--- src/hw/tic_pkg.sv ---
package tic_pkg;

    // ------------------------------------------------------------
    // Register map
    // ------------------------------------------------------------
    localparam logic [7:0] ADDR_CONTROL  = 8'h00_A1;
    localparam logic [7:0] ADDR_SUBSEC   = 8'h00_A2;
    localparam logic [7:0] ADDR_SECONDS  = 8'h00_A3;
    localparam logic [7:0] ADDR_MINUTES  = 8'h00_A4;
    localparam logic [7:0] ADDR_HOURS    = 8'h00_A5;
    localparam logic [7:0] ADDR_INTERVAL = 8'h00_A6;
    localparam logic [7:0] RESET_VALUE   = 8'h00_00;

    // ------------------------------------------------------------
    // Control fields
    // ------------------------------------------------------------
    localparam int BIT_TIME_CLOCK_ENABLE   = 0;
    localparam int BIT_INTERVAL_ENABLE   = 1;
    localparam int BIT_FLAG   = 2;
    localparam int BIT_SINGLE = 3;
    localparam int BIT_TB_LO  = 4;
    localparam int BIT_TB_HI  = 5;

    // ------------------------------------------------------------
    // Counter limits
    // ------------------------------------------------------------
    localparam logic [7:0] SUBSEC_MAX  = 8'h00_7F;
    localparam logic [7:0] SECONDS_MAX = 8'h00_3B;
    localparam logic [7:0] MINUTES_MAX = 8'h00_3B;
    localparam logic [7:0] HOURS_MAX   = 8'h00_17;

    // ------------------------------------------------------------
    // Timing
    // ------------------------------------------------------------
    localparam longint TICK_PERIOD_NS = 64'd7812500;
    localparam longint CLK_PERIOD_NS  = 64'd100;
    localparam int     TICK_CYCLES    =
        int'(TICK_PERIOD_NS / CLK_PERIOD_NS);

    typedef enum logic [1:0] {
        TB_SUBSEC,
        TB_SECONDS,
        TB_MINUTES,
        TB_HOURS
    } timebase_t;

endpackage : tic_pkg

--- src/hw/tick_prescaler.sv ---
`timescale 1ns/1ps
`default_nettype none
module tick_prescaler #(
    parameter int DIV = 4
) (
    // Clock and reset
    input  wire logic clk_sys,
    input  wire logic sys_rst,
    // Control and tick
    input  wire logic run,
    output var  logic tick_reg
);
    localparam int W = (DIV > 1) ? $clog2(DIV) : 1;
    localparam logic [W-1:0] LAST = W'(DIV - 1);

    logic [W-1:0] count_reg;

    // Held at zero while stopped so a restart gives a full first period
    always_ff @(posedge clk_sys or posedge sys_rst) begin
        if (sys_rst) begin
            count_reg <= '0;
            tick_reg  <= 1'b0;
        end else if (!run) begin
            count_reg <= '0;
            tick_reg  <= 1'b0;
        end else begin
            tick_reg  <= (count_reg == LAST);
            count_reg <= (count_reg == LAST) ? '0 : count_reg + W'(1);
        end
    end
endmodule : tick_prescaler
`default_nettype wire

--- src/hw/time_interval_counter.sv ---
`timescale 1ns/1ps
`default_nettype none
module time_interval_counter
#(
    parameter int TICK_DIV = tic_pkg::TICK_CYCLES
) (
    // Clock and reset
    input  wire logic       clk_sys,
    input  wire logic       sys_rst,
    // Special function register port
    input  wire logic [7:0] sfr_addr,
    input  wire logic       sfr_wr,
    input  wire logic [7:0] sfr_wdata,
    input  wire logic       sfr_rd,
    output var  logic [7:0] sfr_rdata_reg,
    // Event
    output var  logic       interval_match_flag_reg
);
    import tic_pkg::*;

    // ------------------------------------------------------------
    // State
    // ------------------------------------------------------------
    logic [7:0] sub_second_count_reg;
    logic [7:0] seconds_count_reg;
    logic [7:0] minutes_count_reg;
    logic [7:0] hours_count_reg;
    logic [7:0] interval_value_reg;
    logic [7:0] interval_count_reg;
    logic [7:0] interval_count_next;
    logic       time_clock_enable_reg;
    logic       interval_enable_reg;
    logic       single_interval_reg;
    timebase_t  timebase_reg;
    logic       tick_raw;
    logic       tick_128;
    logic       sec_tick;
    logic       min_tick;
    logic       hour_tick;
    logic       sel_tick;
    logic       interval_step;
    logic       match_hit;
    logic       ctrl_wr;
    logic       time_clock_enable_falling;
    logic       time_wr_ok;

    function automatic logic hit(input logic [7:0] a, input logic [7:0] r);
        hit = (a == r);
    endfunction : hit

    // ------------------------------------------------------------
    // Time keeper
    // ------------------------------------------------------------
    tick_prescaler #(
        .DIV (TICK_DIV)
    ) u_prescaler (
        .clk_sys  (clk_sys),
        .sys_rst  (sys_rst),
        .run      (time_clock_enable_reg),
        .tick_reg (tick_raw)
    );

    assign ctrl_wr      = sfr_wr && hit(sfr_addr, ADDR_CONTROL);
    assign time_clock_enable_falling = ctrl_wr && time_clock_enable_reg
                          && !sfr_wdata[BIT_TIME_CLOCK_ENABLE];
    assign time_wr_ok   = sfr_wr && !time_clock_enable_reg;
    // Tick launched on the stopping edge must not count
    assign tick_128     = tick_raw && time_clock_enable_reg;
    assign sec_tick     = tick_128 && (sub_second_count_reg == SUBSEC_MAX);
    assign min_tick     = sec_tick && (seconds_count_reg == SECONDS_MAX);
    assign hour_tick    = min_tick && (minutes_count_reg == MINUTES_MAX);

    // Prescaler is stopped while disabled, so ticks only come when enabled
    always_ff @(posedge clk_sys or posedge sys_rst) begin
        if (sys_rst) begin
            sub_second_count_reg <= RESET_VALUE;
            seconds_count_reg    <= RESET_VALUE;
            minutes_count_reg    <= RESET_VALUE;
            hours_count_reg      <= RESET_VALUE;
        end else if (time_clock_enable_falling) begin
            sub_second_count_reg <= RESET_VALUE;
            seconds_count_reg    <= RESET_VALUE;
            minutes_count_reg    <= RESET_VALUE;
            hours_count_reg      <= RESET_VALUE;
        end else if (time_wr_ok) begin
            if (hit(sfr_addr, ADDR_SUBSEC))
                sub_second_count_reg <= sfr_wdata;
            if (hit(sfr_addr, ADDR_SECONDS))
                seconds_count_reg <= sfr_wdata;
            if (hit(sfr_addr, ADDR_MINUTES))
                minutes_count_reg <= sfr_wdata;
            if (hit(sfr_addr, ADDR_HOURS))
                hours_count_reg <= sfr_wdata;
        end else if (tick_128) begin
            sub_second_count_reg <= sec_tick ? RESET_VALUE
                : sub_second_count_reg + 8'h00_01;
            if (sec_tick)
                seconds_count_reg <= min_tick ? RESET_VALUE
                    : seconds_count_reg + 8'h00_01;
            if (min_tick)
                minutes_count_reg <= hour_tick ? RESET_VALUE
                    : minutes_count_reg + 8'h00_01;
            if (hour_tick)
                hours_count_reg <= (hours_count_reg == HOURS_MAX)
                    ? RESET_VALUE : hours_count_reg + 8'h00_01;
        end
    end

    // ------------------------------------------------------------
    // Control and interval value
    // ------------------------------------------------------------
    always_comb begin
        case (timebase_reg)
            TB_SUBSEC:  sel_tick = tick_128;
            TB_SECONDS: sel_tick = sec_tick;
            TB_MINUTES: sel_tick = min_tick;
            TB_HOURS:   sel_tick = hour_tick;
            default:    sel_tick = 1'b0;
        endcase
    end

    assign interval_step = sel_tick && interval_enable_reg
                           && time_clock_enable_reg;
    // Reload on the tick after a match makes each later period the value plus one tick
    assign interval_count_next = (interval_count_reg == interval_value_reg)
        ? RESET_VALUE : interval_count_reg + 8'h00_01;
    assign match_hit = interval_step
                       && (interval_count_next == interval_value_reg);

    // Reserved bits 7:6 are not stored and read back as zero
    always_ff @(posedge clk_sys or posedge sys_rst) begin
        if (sys_rst) begin
            time_clock_enable_reg <= 1'b0;
            interval_enable_reg   <= 1'b0;
            single_interval_reg   <= 1'b0;
            timebase_reg          <= TB_SUBSEC;
        end else if (ctrl_wr) begin
            time_clock_enable_reg <= sfr_wdata[BIT_TIME_CLOCK_ENABLE];
            interval_enable_reg   <= sfr_wdata[BIT_INTERVAL_ENABLE];
            single_interval_reg   <= sfr_wdata[BIT_SINGLE];
            timebase_reg <= timebase_t'(sfr_wdata[BIT_TB_HI:BIT_TB_LO]);
        end else if (match_hit && single_interval_reg) begin
            interval_enable_reg <= 1'b0;
        end
    end

    always_ff @(posedge clk_sys or posedge sys_rst) begin
        if (sys_rst)
            interval_value_reg <= RESET_VALUE;
        else if (sfr_wr && hit(sfr_addr, ADDR_INTERVAL))
            interval_value_reg <= sfr_wdata;
    end

    // ------------------------------------------------------------
    // Interval counter and flag
    // ------------------------------------------------------------
    always_ff @(posedge clk_sys or posedge sys_rst) begin
        if (sys_rst)
            interval_count_reg <= RESET_VALUE;
        else if (!interval_enable_reg || !time_clock_enable_reg)
            interval_count_reg <= RESET_VALUE;
        else if (match_hit && single_interval_reg)
            interval_count_reg <= RESET_VALUE;
        else if (interval_step)
            interval_count_reg <= interval_count_next;
    end

    // A match in the cycle of a clearing write still sets the flag
    always_ff @(posedge clk_sys or posedge sys_rst) begin
        if (sys_rst)
            interval_match_flag_reg <= 1'b0;
        else if (match_hit)
            interval_match_flag_reg <= 1'b1;
        else if (ctrl_wr)
            interval_match_flag_reg <= sfr_wdata[BIT_FLAG];
    end

    // ------------------------------------------------------------
    // Read port
    // ------------------------------------------------------------
    always_ff @(posedge clk_sys or posedge sys_rst) begin
        if (sys_rst) begin
            sfr_rdata_reg <= RESET_VALUE;
        end else if (sfr_rd) begin
            case (sfr_addr)
                ADDR_CONTROL: begin
                    sfr_rdata_reg <= RESET_VALUE;
                    sfr_rdata_reg[BIT_TB_HI:BIT_TB_LO] <= timebase_reg;
                    sfr_rdata_reg[BIT_SINGLE] <= single_interval_reg;
                    sfr_rdata_reg[BIT_FLAG] <= interval_match_flag_reg;
                    sfr_rdata_reg[BIT_INTERVAL_ENABLE] <= interval_enable_reg;
                    sfr_rdata_reg[BIT_TIME_CLOCK_ENABLE] <= time_clock_enable_reg;
                end
                ADDR_SUBSEC:   sfr_rdata_reg <= sub_second_count_reg;
                ADDR_SECONDS:  sfr_rdata_reg <= seconds_count_reg;
                ADDR_MINUTES:  sfr_rdata_reg <= minutes_count_reg;
                ADDR_HOURS:    sfr_rdata_reg <= hours_count_reg;
                ADDR_INTERVAL: sfr_rdata_reg <= interval_value_reg;
                default:       sfr_rdata_reg <= RESET_VALUE;
            endcase
        end
    end
endmodule : time_interval_counter
`default_nettype wire
--- config.mk ---
export PLATFORM = sky130hd
export DESIGN_NAME = time_interval_counter
export DESIGN_NICKNAME = d
export VERILOG_FILES = /design/src/hw/tic_pkg.sv /design/src/hw/tick_prescaler.sv /design/src/hw/time_interval_counter.sv
export SDC_FILE = /design/constraint.sdc
export NUM_CORES = 1
export LEC_CHECK = 0
export BUFFER_PORTS_ARGS = -buffer_cell sky130_fd_sc_hd__buf_2
export CAP_MARGIN = 40
export CORE_MARGIN = 2
export CORE_UTILIZATION = 55
export DETAILED_ROUTE_END_ITERATION = 8
export GPL_TIMING_DRIVEN = 0
export PLACE_DENSITY_LB_ADDON = 0.25
export SYNTH_ARGS = -nofsm -noshare
export SYNTH_HDL_FRONTEND = slang
export SYNTH_SLANG_ARGS = --single-unit
--- constraint.sdc ---
create_clock -name clk_sys -period 3.28 [get_ports clk_sys]
set_input_delay 0.164 -clock clk_sys [delete_from_list [all_inputs] [get_ports clk_sys]]
set_output_delay 0.164 -clock clk_sys [all_outputs]
set_load 0.01 [all_outputs]
# Word-level counts from Yosys, hierarchy flattened
# Index checks and enable logic that the tools add are counted.
[word_totals]
ff_bits = 80
inputBits = 20
output_inout_bits = 9
elab_cells = 105
[classes]
n_addsub = 6
eq_ne = 20
n_mux = 36
reduce_logical = 29
[op_table]
columns = ["operator", "count"]
rows = [
  ["two-way mux 8 bit", 27],
  ["equality test 8 bit (second input constant)", 6],
  ["case mux 8 bit (6 select lines)", 1],
  ["adder 8 x 1 -> 8 bit (second input constant)", 5],
  ["two-way mux 17 bit", 2],
  ["adder 17 x 1 -> 17 bit (second input constant)", 1],
  ["equality test 17 bit (second input constant)", 1],
  ["equality test 8 x 6 -> 1 bit (second input constant)", 2],
  ["equality test 8 bit", 2],
  ["nonzero test 3 bit", 5],
  ["logical AND 1 bit", 13],
  ["inequality test 3 x 2 -> 1 bit (second input constant)", 4],
  ["AND reduction 3 bit", 3],
  ["equality test 8 x 5 -> 1 bit (second input constant)", 1],
  ["equality test 8 x 7 -> 1 bit (second input constant)", 1],
  ["two-way mux 1 bit", 5],
  ["equality test 2 bit (second input constant)", 2],
  ["case mux 1 bit (4 select lines)", 1],
  ["nonzero test 2 bit", 2],
  ["zero test 1 bit", 3],
  ["equality test 2 x 1 -> 1 bit (second input constant)", 1],
  ["zero test 2 bit", 1],
  ["AND reduction 2 bit", 1],
  ["logical OR 1 bit", 1],
]

# Longest topological paths before layout
# Gate-level depths: netlist of run 1.
[logic_depth]
depth_word = 11
mapped_depth = 10
mapped_depth_nobuf = 8

# Cells and area by module
# Synthesis of run 1 repeated with hierarchy kept, for this count alone.
[hier_totals]
cells_unflattened = 570
area_unflattened_um2 = 5109.9
[by_module_without_submodules]
columns = ["mod", "instances", "cells_each", "area_per_inst_um2"]
rows = [
  ["time_interval_counter", 1, 477, 4179.0],
  ["tick_prescaler", 1, 93, 930.9],
]

# Worst setup path before layout of run 1
# No wires, ideal clock.
[synth_path]
kind = "reg-to-reg"
from = "register interval_count_reg[1]"
to = "register interval_enable_reg"
setup_ns = 0.125
arrival_ns = 2.314
setup_slack_ns = 0.841
path_stages_with_launch = 9
path_buffers = 0
path_cell_list = "dfrtp_1 ha_1 nand2_1 o21a_1 or4_4 a21oi_2 o2111ai_4 o31a_1 mux2_4"
[synth_via]
elab_chain_len = 6
elab_cells_between_ends = 7
[synth_lines]
columns = ["item", "line_no", "source"]
rows = [
  ["from (decl)", "time_interval_counter.sv:29", "logic [7:0] interval_count_reg;"],
  ["from (signal assigned)", "time_interval_counter.sv:165", "interval_count_reg <= interval_count_next;"],
  ["adder 8 x 1 -> 8 bit or equality test 8 bit (tied branches)", "time_interval_counter.sv:126, time_interval_counter.sv:125", ""],
  ["two-way mux 8 bit (*)", "time_interval_counter.sv:126", "? RESET_VALUE : interval_count_reg + 8'h00_01;"],
  ["equality test 8 bit (*)", "time_interval_counter.sv:128", "&& (interval_count_next == interval_value_reg);"],
  ["logical AND 1 bit (*)", "time_interval_counter.sv:128", ""],
  ["logical AND 1 bit (*)", "time_interval_counter.sv:142", "end else if (match_hit && single_interval_reg) begin"],
  ["nonzero test 2 bit (no source line) (*)", "n/a", ""],
  ["to (signal assigned)", "time_interval_counter.sv:139", "interval_enable_reg <= sfr_wdata[BIT_INTERVAL_ENABLE];"],
  ["to (decl)", "time_interval_counter.sv:32", "logic interval_enable_reg;"],
]
# Every way passes the cells marked *; elsewhere a longest branch is shown, timed or not.
# A chain may end at the register's enable or synchronous reset.

# Worst setup path after layout of run 1
[layout_path]
from = "register seconds_count_reg[1]"
to = "register interval_count_reg[0]"
[layout_via]
elab_chain_len = 10
elab_cells_between_ends = 11
[layout_lines]
columns = ["item", "line_no", "source"]
rows = [
  ["from (decl)", "time_interval_counter.sv:25", "logic [7:0] seconds_count_reg;"],
  ["from (signal assigned)", "time_interval_counter.sv:89", "seconds_count_reg <= sfr_wdata;"],
  ["from (signal assigned)", "time_interval_counter.sv:98", "seconds_count_reg <= min_tick ? RESET_VALUE"],
  ["equality test 8 x 6 -> 1 bit (*)", "time_interval_counter.sv:70", "assign min_tick = sec_tick && (seconds_count_reg == SECONDS_MAX);"],
  ["logical AND 1 bit (*)", "time_interval_counter.sv:70", ""],
  ["logical AND 1 bit", "time_interval_counter.sv:71", "assign hour_tick = min_tick && (minutes_count_reg == MINUTES_MAX);"],
  ["case mux 1 bit (4 select lines) (*)", "time_interval_counter.sv:113", "case (timebase_reg)"],
  ["logical AND 1 bit (*)", "time_interval_counter.sv:122", "assign interval_step = sel_tick && interval_enable_reg"],
  ["logical AND 1 bit (*)", "time_interval_counter.sv:123", "&& time_clock_enable_reg;"],
  ["logical AND 1 bit", "time_interval_counter.sv:128", ""],
  ["logical AND 1 bit", "time_interval_counter.sv:162", "else if (match_hit && single_interval_reg)"],
  ["two-way mux 8 bit", "time_interval_counter.sv:162", ""],
  ["two-way mux 8 bit", "time_interval_counter.sv:160", "else if (!interval_enable_reg || !time_clock_enable_reg)"],
]
# Marked as above.

==> impl_metrics.xml, run 1 <==
<?xml version="1.0" encoding="UTF-8"?>
<metrics>
  <group name="synth">
    <metric name="synth_register_bits" unit="">80</metric>
    <metric name="syn-cell-area" unit="mm²">0.00502</metric>
    <metric name="yosysUniqueCellTypes" unit="">65</metric>
    <metric name="synth_largest_type_area_fraction" unit="">0.399</metric>
    <metric name="synth_enable_flop_cells" unit="">0</metric>
    <metric name="yosys_warnings" unit="">0</metric>
    <metric name="synth_nets" unit="">600</metric>
    <metric name="yosys.cell_count.top_type" unit="">sky130_fd_sc_hd__dfrtp_1</metric>
    <metric name="synth.area.top_cells" unit="">sky130_fd_sc_hd__dfrtp_1 (40%), sky130_fd_sc_hd__o21ai_0 (5.3%), sky130_fd_sc_hd__nand2_1 (4.6%), sky130_fd_sc_hd__a21oi_1 (3.8%), sky130_fd_sc_hd__xor2_1 (3.5%)</metric>
    <metric name="synth_largest_area_cell" unit="">sky130_fd_sc_hd__dfrtp_1</metric>
    <metric name="synthCells" unit="">573</metric>
    <metric name="syn_avg_cell_area" unit="µm²">8.76</metric>
    <metric name="dominantRegCellSynth" unit="">sky130_fd_sc_hd__dfrtp_1</metric>
    <metric name="post_synth_most_frequent_cells" unit="">sky130_fd_sc_hd__dfrtp_1 (80), sky130_fd_sc_hd__nand2_1 (61), sky130_fd_sc_hd__o21ai_0 (53)</metric>
    <metric name="synthArstFlopShare" unit="">1.00</metric>
    <metric name="ys_seq_area_frac" unit="">0.399</metric>
  </group>
  <group name="outcome">
    <metric name="run_status" unit="">finished, final reports clean</metric>
  </group>
  <group name="worst_setup_path">
    <metric name="worst_r2r_path_depth" unit="">8</metric>
    <metric name="path_depth" unit="">8</metric>
    <metric name="crit_slowest_cell" unit="">sky130_fd_sc_hd__nor4_1</metric>
    <metric name="crit_top_cell" unit="">sky130_fd_sc_hd__o21ai_0</metric>
    <metric name="crit_required" unit="ns">3.56</metric>
    <metric name="reg2reg_from" unit="">seconds_count_reg[1]</metric>
    <metric name="cp_max_fo" unit="">6</metric>
    <metric name="critPathLaunchType" unit="">flip-flop</metric>
    <metric name="cp_cell_sequence" unit="">ha_1, nand4_1, nor4_1, o211ai_1, a221o_1, nor2_1, o21ai_0, o21ai_0</metric>
    <metric name="critical_path.max_stage_delay" unit="ns">0.62</metric>
    <metric name="timing.rr.end" unit="">interval_count_reg[0]</metric>
    <metric name="arrival_time_at_the_worst_endpoint" unit="ns">3.33</metric>
    <metric name="path_class" unit="">reg -&gt; reg</metric>
    <metric name="critical-path-top-delay-family" unit="">compound AO/OA/AOI/OAI gates</metric>
    <metric name="reg2reg_slack" unit="ns">0.22</metric>
    <metric name="critPathCaptureType" unit="">flip-flop</metric>
    <metric name="cp.buffers_inverters" unit="">0</metric>
  </group>
  <group name="clock_network">
    <metric name="clk_root_buffer_cell" unit="">sky130_fd_sc_hd__clkbuf_8</metric>
    <metric name="cts_inserted_buffers" unit="">9</metric>
    <metric name="cts.clk_slew.worst_paths" unit="ns">0.09</metric>
    <metric name="clk_path_buf_depth" unit="">2</metric>
    <metric name="clock-sinks" unit="">80</metric>
    <metric name="clock_insertion_delay_worst_skew" unit="ns">0.36</metric>
    <metric name="tritoncts" unit="">built</metric>
    <metric name="h-tree-depth" unit="">3</metric>
  </group>
  <group name="sta">
    <metric name="final-hold-violation-count" unit="">0</metric>
    <metric name="rsz0062_at_grt" unit="">false</metric>
    <metric name="clock-skew-final" unit="ns">0.0115</metric>
    <metric name="tns" unit="ns">0</metric>
    <metric name="finalCritPeriodShare" unit="">0.932</metric>
    <metric name="final_slew_viol_count" unit="">0</metric>
    <metric name="min_period" unit="ns">3.06</metric>
    <metric name="achievable_frequency" unit="GHz">0.327</metric>
    <metric name="worst-slew-pin-transition" unit="ns">0.861</metric>
    <metric name="max-slew-margin-rel" unit="">0.420</metric>
    <metric name="setup_violations" unit="">0</metric>
  </group>
  <group name="cells_and_area">
    <metric name="drive_gt1_frac" unit="">0.136</metric>
    <metric name="final_net_count" unit="">639</metric>
    <metric name="layout-area-overhead-vs-synth" unit="%">10.3</metric>
    <metric name="multiInputGateArea" unit="mm²">0.00283</metric>
    <metric name="largest_reg_flops" unit="">17</metric>
    <metric name="number_of_fill_cells" unit="">755</metric>
    <metric name="antenna_diodes" unit="">0</metric>
    <metric name="end_of_flow_core_utilization" unit="">0.629</metric>
    <metric name="ff_latch_area" unit="mm²">0.00200</metric>
  </group>
  <group name="grt">
    <metric name="number_of_global_route_vias_before_repair" unit="">4541</metric>
    <metric name="maximum_number_of_pins_on_one_net_before_global_route_repair" unit="">64</metric>
    <metric name="grt_pass1_wl" unit="µm">23400</metric>
    <metric name="global_route.usage.total" unit="">0.301</metric>
    <metric name="grt_overflow" unit="">0</metric>
    <metric name="number_of_antenna_violations_at_the_first_check_in_global_routing" unit="">0</metric>
  </group>
  <group name="hold_path">
    <metric name="hold_path_depth" unit="">2</metric>
    <metric name="worst_hold_path.endpoint" unit="">interval_value_reg[7]</metric>
    <metric name="hold_path_class" unit="">in -&gt; reg</metric>
    <metric name="hold_path_startpoint" unit="">sfr_wdata[7]</metric>
  </group>
  <group name="route">
    <metric name="drtIter0Drc" unit="">660</metric>
    <metric name="drc" unit="">0</metric>
    <metric name="routedWlPerCell" unit="µm">19.8</metric>
    <metric name="antenna_violating_nets_post_route" unit="">0</metric>
    <metric name="drt_pre_antenna_iters" unit="">5</metric>
    <metric name="drt_wl_total" unit="µm">14400</metric>
    <metric name="avgViaCountPerCell" unit="">6.53</metric>
    <metric name="vias" unit="">4732</metric>
  </group>
  <group name="floorplan">
    <metric name="placeableCoreArea" unit="mm²">0.00881</metric>
    <metric name="floorplan.die.width" unit="µm">99.6</metric>
    <metric name="die_h" unit="µm">99.6</metric>
    <metric name="num_rows" unit="">34</metric>
    <metric name="floorplan.io_pins" unit="">29</metric>
    <metric name="initial_utilization" unit="">0.570</metric>
    <metric name="die-area" unit="mm²">0.00991</metric>
  </group>
  <group name="placement">
    <metric name="io_buffer_count" unit="">25</metric>
    <metric name="globalplace.congestion" unit="">1.02</metric>
    <metric name="place_hpwl" unit="µm">10400</metric>
  </group>
  <group name="run">
    <metric name="max_cap_violations" unit="">0</metric>
  </group>
  <group name="pwr">
    <metric name="power.density" unit="mW/mm²">434</metric>
    <metric name="static-leakage-power" unit="nW">2.35</metric>
    <metric name="worst_ir_drop_vdd" unit="mV">0.226</metric>
  </group>
</metrics>
-- layer usage --
| metal | global-route usage | wire length [µm] | vias up |
|---|---|---|---|
| met3 | 0.0534 | 1150 | 55 |
| li1 | - | - | 2182 |
| met2 | 0.473 | 6600 | 238 |
| met1 | 0.408 | 6060 | 2257 |
| met5 | 0 | 0 | - |
| met4 | 0.133 | 558 | 0 |
-- cell usage in the layout, fill, tap and decap left out, types with 4 or more instances in the layout --
cell and count:
sky130_fd_sc_hd__nand2_1 61, sky130_fd_sc_hd__mux2_2 15, sky130_fd_sc_hd__o31a_1 5, sky130_fd_sc_hd__nand4_1 9
sky130_fd_sc_hd__a22oi_1 9, sky130_fd_sc_hd__nor2_1 44, sky130_fd_sc_hd__dfrtp_1 80, sky130_fd_sc_hd__nor4_1 4
sky130_fd_sc_hd__and2_1 5, sky130_fd_sc_hd__clkbuf_1 20, sky130_fd_sc_hd__nand2b_1 4, sky130_fd_sc_hd__buf_2 33
sky130_fd_sc_hd__and3_1 13, sky130_fd_sc_hd__o31ai_1 10, sky130_fd_sc_hd__a31oi_1 9, sky130_fd_sc_hd__a221oi_1 4
sky130_fd_sc_hd__a22o_1 4, sky130_fd_sc_hd__nand3_1 26, sky130_fd_sc_hd__o221ai_1 4, sky130_fd_sc_hd__o211ai_1 7
sky130_fd_sc_hd__xnor2_1 6, sky130_fd_sc_hd__o21a_1 5, sky130_fd_sc_hd__clkbuf_8 11, sky130_fd_sc_hd__xor2_1 20
sky130_fd_sc_hd__mux2i_1 8, sky130_fd_sc_hd__ha_1 7, sky130_fd_sc_hd__a21oi_1 38, sky130_fd_sc_hd__or3_1 7
sky130_fd_sc_hd__nor3_1 15, sky130_fd_sc_hd__inv_1 19, sky130_fd_sc_hd__o21ai_0 53, sky130_fd_sc_hd__nor2b_1 7
-- metrics by stage --
step	cell area, µm²	instances	hold slack (ns)	setup WS [ns]	total power [mW]
6_report	5540	725	0.0972	0.222	2.40
5_1_grt	5540	725	0.100	0.0395	2.49
4_1_cts	5540	724	0.0878	0.294	2.39
3_5_place_dp	5310	707	0.127	0.307	1.61
3_3_place_gp	5280	706	0.460	0.0172	1.59
2_1_floorplan	5020	573	0.298	0.841	1.47
-- final cells by class --
class	count	area share
clock buffer	11	0.0273
buffer	29	0.0214
multi-input combinational	444	0.510
inverter	20	0.0140
tap	108	0.0244
clock inverter	5	0.0113
sequential	80	0.361
timing repair buffer	28	0.0303
-- what timing repair did --
| item | 4_1_cts | 5_1_grt |
|---|---|---|
| hold endpoints to repair | 17 | 0 |
| gates resized for setup | 0 | 0 |
| buffers inserted | 0 | 0 |
| hold buffers | 1 | 0 |
-- report_power, final --
| part | total, mW | switching, mW | internal, mW |
|---|---|---|---|
| combinational | 0.407 | 0.235 | 0.171 |
| sequential | 1.20 | 0.129 | 1.07 |
| clock | 0.795 | 0.396 | 0.399 |
| total | 2.40 | 0.760 | 1.64 |
-- kinds of logic (layout without fill, tap and decap cells) --
| logic type | after synthesis | in the layout | share of synthesized area |
|---|---|---|---|
| adder cells (fa/ha/maj) | 7 | 7 | 0.0174 |
| AO/OA/AOI/OAI | 167 | 167 | 0.214 |
| multiplexers | 24 | 24 | 0.0526 |
| buffers and inverters | 49 | 93 | 0.0386 |
| flip-flops | 80 | 80 | 0.399 |
| AND/OR/NAND/NOR | 219 | 219 | 0.228 |
| XOR/XNOR | 27 | 27 | 0.0508 |
-- worst max path at each step --
stage | startpoint | to | slack, ns
3_3_place_gp | sys_rst | interval_count_reg[0] | 0.02
4_1_cts | seconds_count_reg[1] | interval_count_reg[0] | 0.29
6_report | seconds_count_reg[1] | interval_count_reg[0] | 0.22
5_1_grt | seconds_count_reg[0] | interval_count_reg[3] | 0.04
2_1_floorplan | interval_count_reg[1] | interval_enable_reg | 0.84
3_5_place_dp | seconds_count_reg[1] | interval_count_reg[0] | 0.31
Power figures use the tool's default switching activity.
==> run 2: changes to the inputs <==
- CORE_MARGIN: 2 -> not set
==> run 2 against run 1 <==
Compared with the run above:
- register-to-register slack gained 0.08 ns
- via count grew 0.44%
- final cell count shrank 0.14%
==> impl_metrics.xml, run 2 (synthesized netlist as in run 1, its figures left out) <==
<?xml version="1.0" encoding="UTF-8"?>
<metrics>
  <group name="hold_path">
    <metric name="hold_path_class" unit="">in -&gt; reg</metric>
    <metric name="hold_path_depth" unit="">2</metric>
    <metric name="worst_hold_path.endpoint" unit="">interval_value_reg[1]</metric>
    <metric name="hold_path_startpoint" unit="">sfr_wdata[1]</metric>
  </group>
  <group name="sta">
    <metric name="rsz0062_at_grt" unit="">false</metric>
    <metric name="max-slew-margin-rel" unit="">0.302</metric>
    <metric name="finalCritPeriodShare" unit="">0.907</metric>
    <metric name="post_route_setup_slack" unit="ns">0.304</metric>
    <metric name="hold-worst-slack" unit="ns">0.0859</metric>
    <metric name="tns" unit="ns">0</metric>
    <metric name="clock-skew-final" unit="ns">0.0172</metric>
    <metric name="achievable_frequency" unit="GHz">0.336</metric>
    <metric name="final_slew_viol_count" unit="">0</metric>
    <metric name="min_period" unit="ns">2.98</metric>
    <metric name="worst-slew-pin-transition" unit="ns">1.04</metric>
    <metric name="final-hold-violation-count" unit="">0</metric>
    <metric name="setup_violations" unit="">0</metric>
  </group>
  <group name="cells_and_area">
    <metric name="antenna_diodes" unit="">0</metric>
    <metric name="largest_reg_flops" unit="">17</metric>
    <metric name="final_net_count" unit="">639</metric>
    <metric name="number_of_fill_cells" unit="">744</metric>
    <metric name="layout.cells.most_common_list" unit="">sky130_fd_sc_hd__dfrtp_1 (80), sky130_fd_sc_hd__nand2_1 (61), sky130_fd_sc_hd__o21ai_0 (53)</metric>
    <metric name="final_common_cell" unit="">sky130_fd_sc_hd__dfrtp_1</metric>
    <metric name="drive_gt1_frac" unit="">0.135</metric>
    <metric name="layout-area-overhead-vs-synth" unit="%">9.97</metric>
    <metric name="fin_cells" unit="">724</metric>
  </group>
  <group name="grt">
    <metric name="number_of_global_route_vias_before_repair" unit="">4588</metric>
    <metric name="fraction_of_met2_tracks_used_by_global_routing" unit="">0.500</metric>
    <metric name="grt_overflow" unit="">0</metric>
    <metric name="number_of_antenna_violations_at_the_first_check_in_global_routing" unit="">0</metric>
    <metric name="global_route.usage.total" unit="">0.318</metric>
    <metric name="grt_pass1_wl" unit="µm">23700</metric>
    <metric name="met3_routing_resource_usage_after_global_routing" unit="">0.0626</metric>
    <metric name="grt-busiest-layer" unit="">met2</metric>
    <metric name="maximum_number_of_pins_on_one_net_before_global_route_repair" unit="">55</metric>
    <metric name="grt.met1_usage" unit="">0.405</metric>
  </group>
  <group name="clock_network">
    <metric name="tritoncts" unit="">built</metric>
    <metric name="cts.clk_slew.worst_paths" unit="ns">0.09</metric>
    <metric name="cts_inserted_buffers" unit="">9</metric>
    <metric name="clk_path_buf_depth" unit="">2</metric>
    <metric name="cts_resized" unit="">0</metric>
    <metric name="clock-sinks" unit="">80</metric>
    <metric name="h-tree-depth" unit="">3</metric>
    <metric name="clk_root_buffer_cell" unit="">sky130_fd_sc_hd__clkbuf_8</metric>
    <metric name="clock_insertion_delay_worst_skew" unit="ns">0.38</metric>
  </group>
  <group name="floorplan">
    <metric name="die_h" unit="µm">97.6</metric>
    <metric name="num_rows" unit="">34</metric>
    <metric name="die-area" unit="mm²">0.00952</metric>
    <metric name="floorplan.die.width" unit="µm">97.6</metric>
    <metric name="floorplan.io_pins" unit="">29</metric>
    <metric name="initial_utilization" unit="">0.573</metric>
    <metric name="placeableCoreArea" unit="mm²">0.00876</metric>
  </group>
  <group name="run">
    <metric name="max_cap_violations" unit="">0</metric>
  </group>
  <group name="worst_setup_path">
    <metric name="worst_r2r_path_depth" unit="">8</metric>
    <metric name="critPathLaunchType" unit="">flip-flop</metric>
    <metric name="crit_required" unit="ns">3.57</metric>
    <metric name="arrival_time_at_the_worst_endpoint" unit="ns">3.26</metric>
    <metric name="reg2reg_from" unit="">seconds_count_reg[0]</metric>
    <metric name="timing.rr.end" unit="">interval_count_reg[3]</metric>
    <metric name="critPathCaptureType" unit="">flip-flop</metric>
    <metric name="reg2reg_slack" unit="ns">0.30</metric>
    <metric name="cp_max_fo" unit="">6</metric>
    <metric name="path_class" unit="">reg -&gt; reg</metric>
  </group>
  <group name="pwr">
    <metric name="static-leakage-power" unit="nW">2.34</metric>
    <metric name="power.density" unit="mW/mm²">431</metric>
    <metric name="worst_ir_drop_vdd" unit="mV">0.198</metric>
    <metric name="power" unit="mW">2.38</metric>
  </group>
  <group name="placement">
    <metric name="dpl_worst_slack" unit="ns">0.427</metric>
    <metric name="placedCellCount" unit="">708</metric>
    <metric name="io_buffer_count" unit="">25</metric>
    <metric name="globalplace.congestion" unit="">1.02</metric>
    <metric name="place_hpwl" unit="µm">10500</metric>
  </group>
  <group name="route">
    <metric name="avgViaCountPerCell" unit="">6.56</metric>
    <metric name="routedWlPerCell" unit="µm">20.1</metric>
    <metric name="drc" unit="">0</metric>
    <metric name="vias" unit="">4753</metric>
    <metric name="drtIter0Drc" unit="">476</metric>
    <metric name="drt_wl_total" unit="µm">14600</metric>
    <metric name="drt_pre_antenna_iters" unit="">5</metric>
    <metric name="antenna_violating_nets_post_route" unit="">0</metric>
  </group>
  <group name="outcome">
    <metric name="run_status" unit="">finished, final reports clean</metric>
  </group>
</metrics>
-- run 2: metal layers --
| metal | wire length (µm) | up-vias | share of wire |
|---|---|---|---|
| met2 | 6630 | 256 | 0.46 |
| met5 | 0 | - | 0 |
| met1 | 5920 | 2238 | 0.41 |
| met4 | 852 | 0 | 0.059 |
| met3 | 1150 | 69 | 0.079 |
| li1 | - | 2190 | - |
-- run 2: worst max-delay path: stages (launching register included) --
cell and delay [ns]:
sky130_fd_sc_hd__dfrtp_1 0.44, sky130_fd_sc_hd__ha_1 0.27, sky130_fd_sc_hd__nand4_1 0.12, sky130_fd_sc_hd__nor4_1 0.58, sky130_fd_sc_hd__o211ai_1 0.19, sky130_fd_sc_hd__a221o_1 0.44
sky130_fd_sc_hd__nor2_1 0.35, sky130_fd_sc_hd__o21ai_0 0.27, sky130_fd_sc_hd__o211ai_1 0.23
-- run 2: what timing repair did --
action	CTS	global route
buffers inserted	0	0
hold buffers	1	0
endpoints found under the hold margin	26	0
-- run 2: layout make-up --
cell class                 count  area, µm²  area share
sequential                    80       2000       0.362
clock buffer                  10        138      0.0249
tap                          108        135      0.0245
multi-input combinational    444       2830       0.512
buffer                        29        119      0.0215
inverter                      20       77.6      0.0140
timing repair buffer          28        168      0.0304
clock inverter                 5       57.6      0.0104
-- run 2: how the worst max path moves through the flow --
| stage | start | depth (start not counted) | slack [ns] | to |
|---|---|---|---|---|
| after floorplan | interval_count_reg[1] | 8 | 0.84 | interval_enable_reg |
| after global placement | sys_rst | 2 | 0.08 | interval_count_reg[4] |
| after detailed placement | sub_second_count_reg[0] | 8 | 0.43 | interval_count_reg[3] |
| after CTS | sub_second_count_reg[0] | 8 | 0.40 | interval_count_reg[3] |
| after global routing | seconds_count_reg[0] | 8 | 0.07 | interval_count_reg[3] |
| final | seconds_count_reg[0] | 8 | 0.30 | interval_count_reg[3] |
-- run 2: report_power, final --
group          switching (mW)  internal, mW
sequential              0.133          1.07
combinational           0.244         0.173
clock                   0.389         0.367
total                   0.766          1.61
-- run 2: through the flow --
stage / utilization / instance area (µm²)
floorplan: - / 5020
global placement: 0.603 / 5280
detailed placement: 0.607 / 5320
CTS: 0.630 / 5520
global route: 0.630 / 5520
finish: 0.630 / 5520
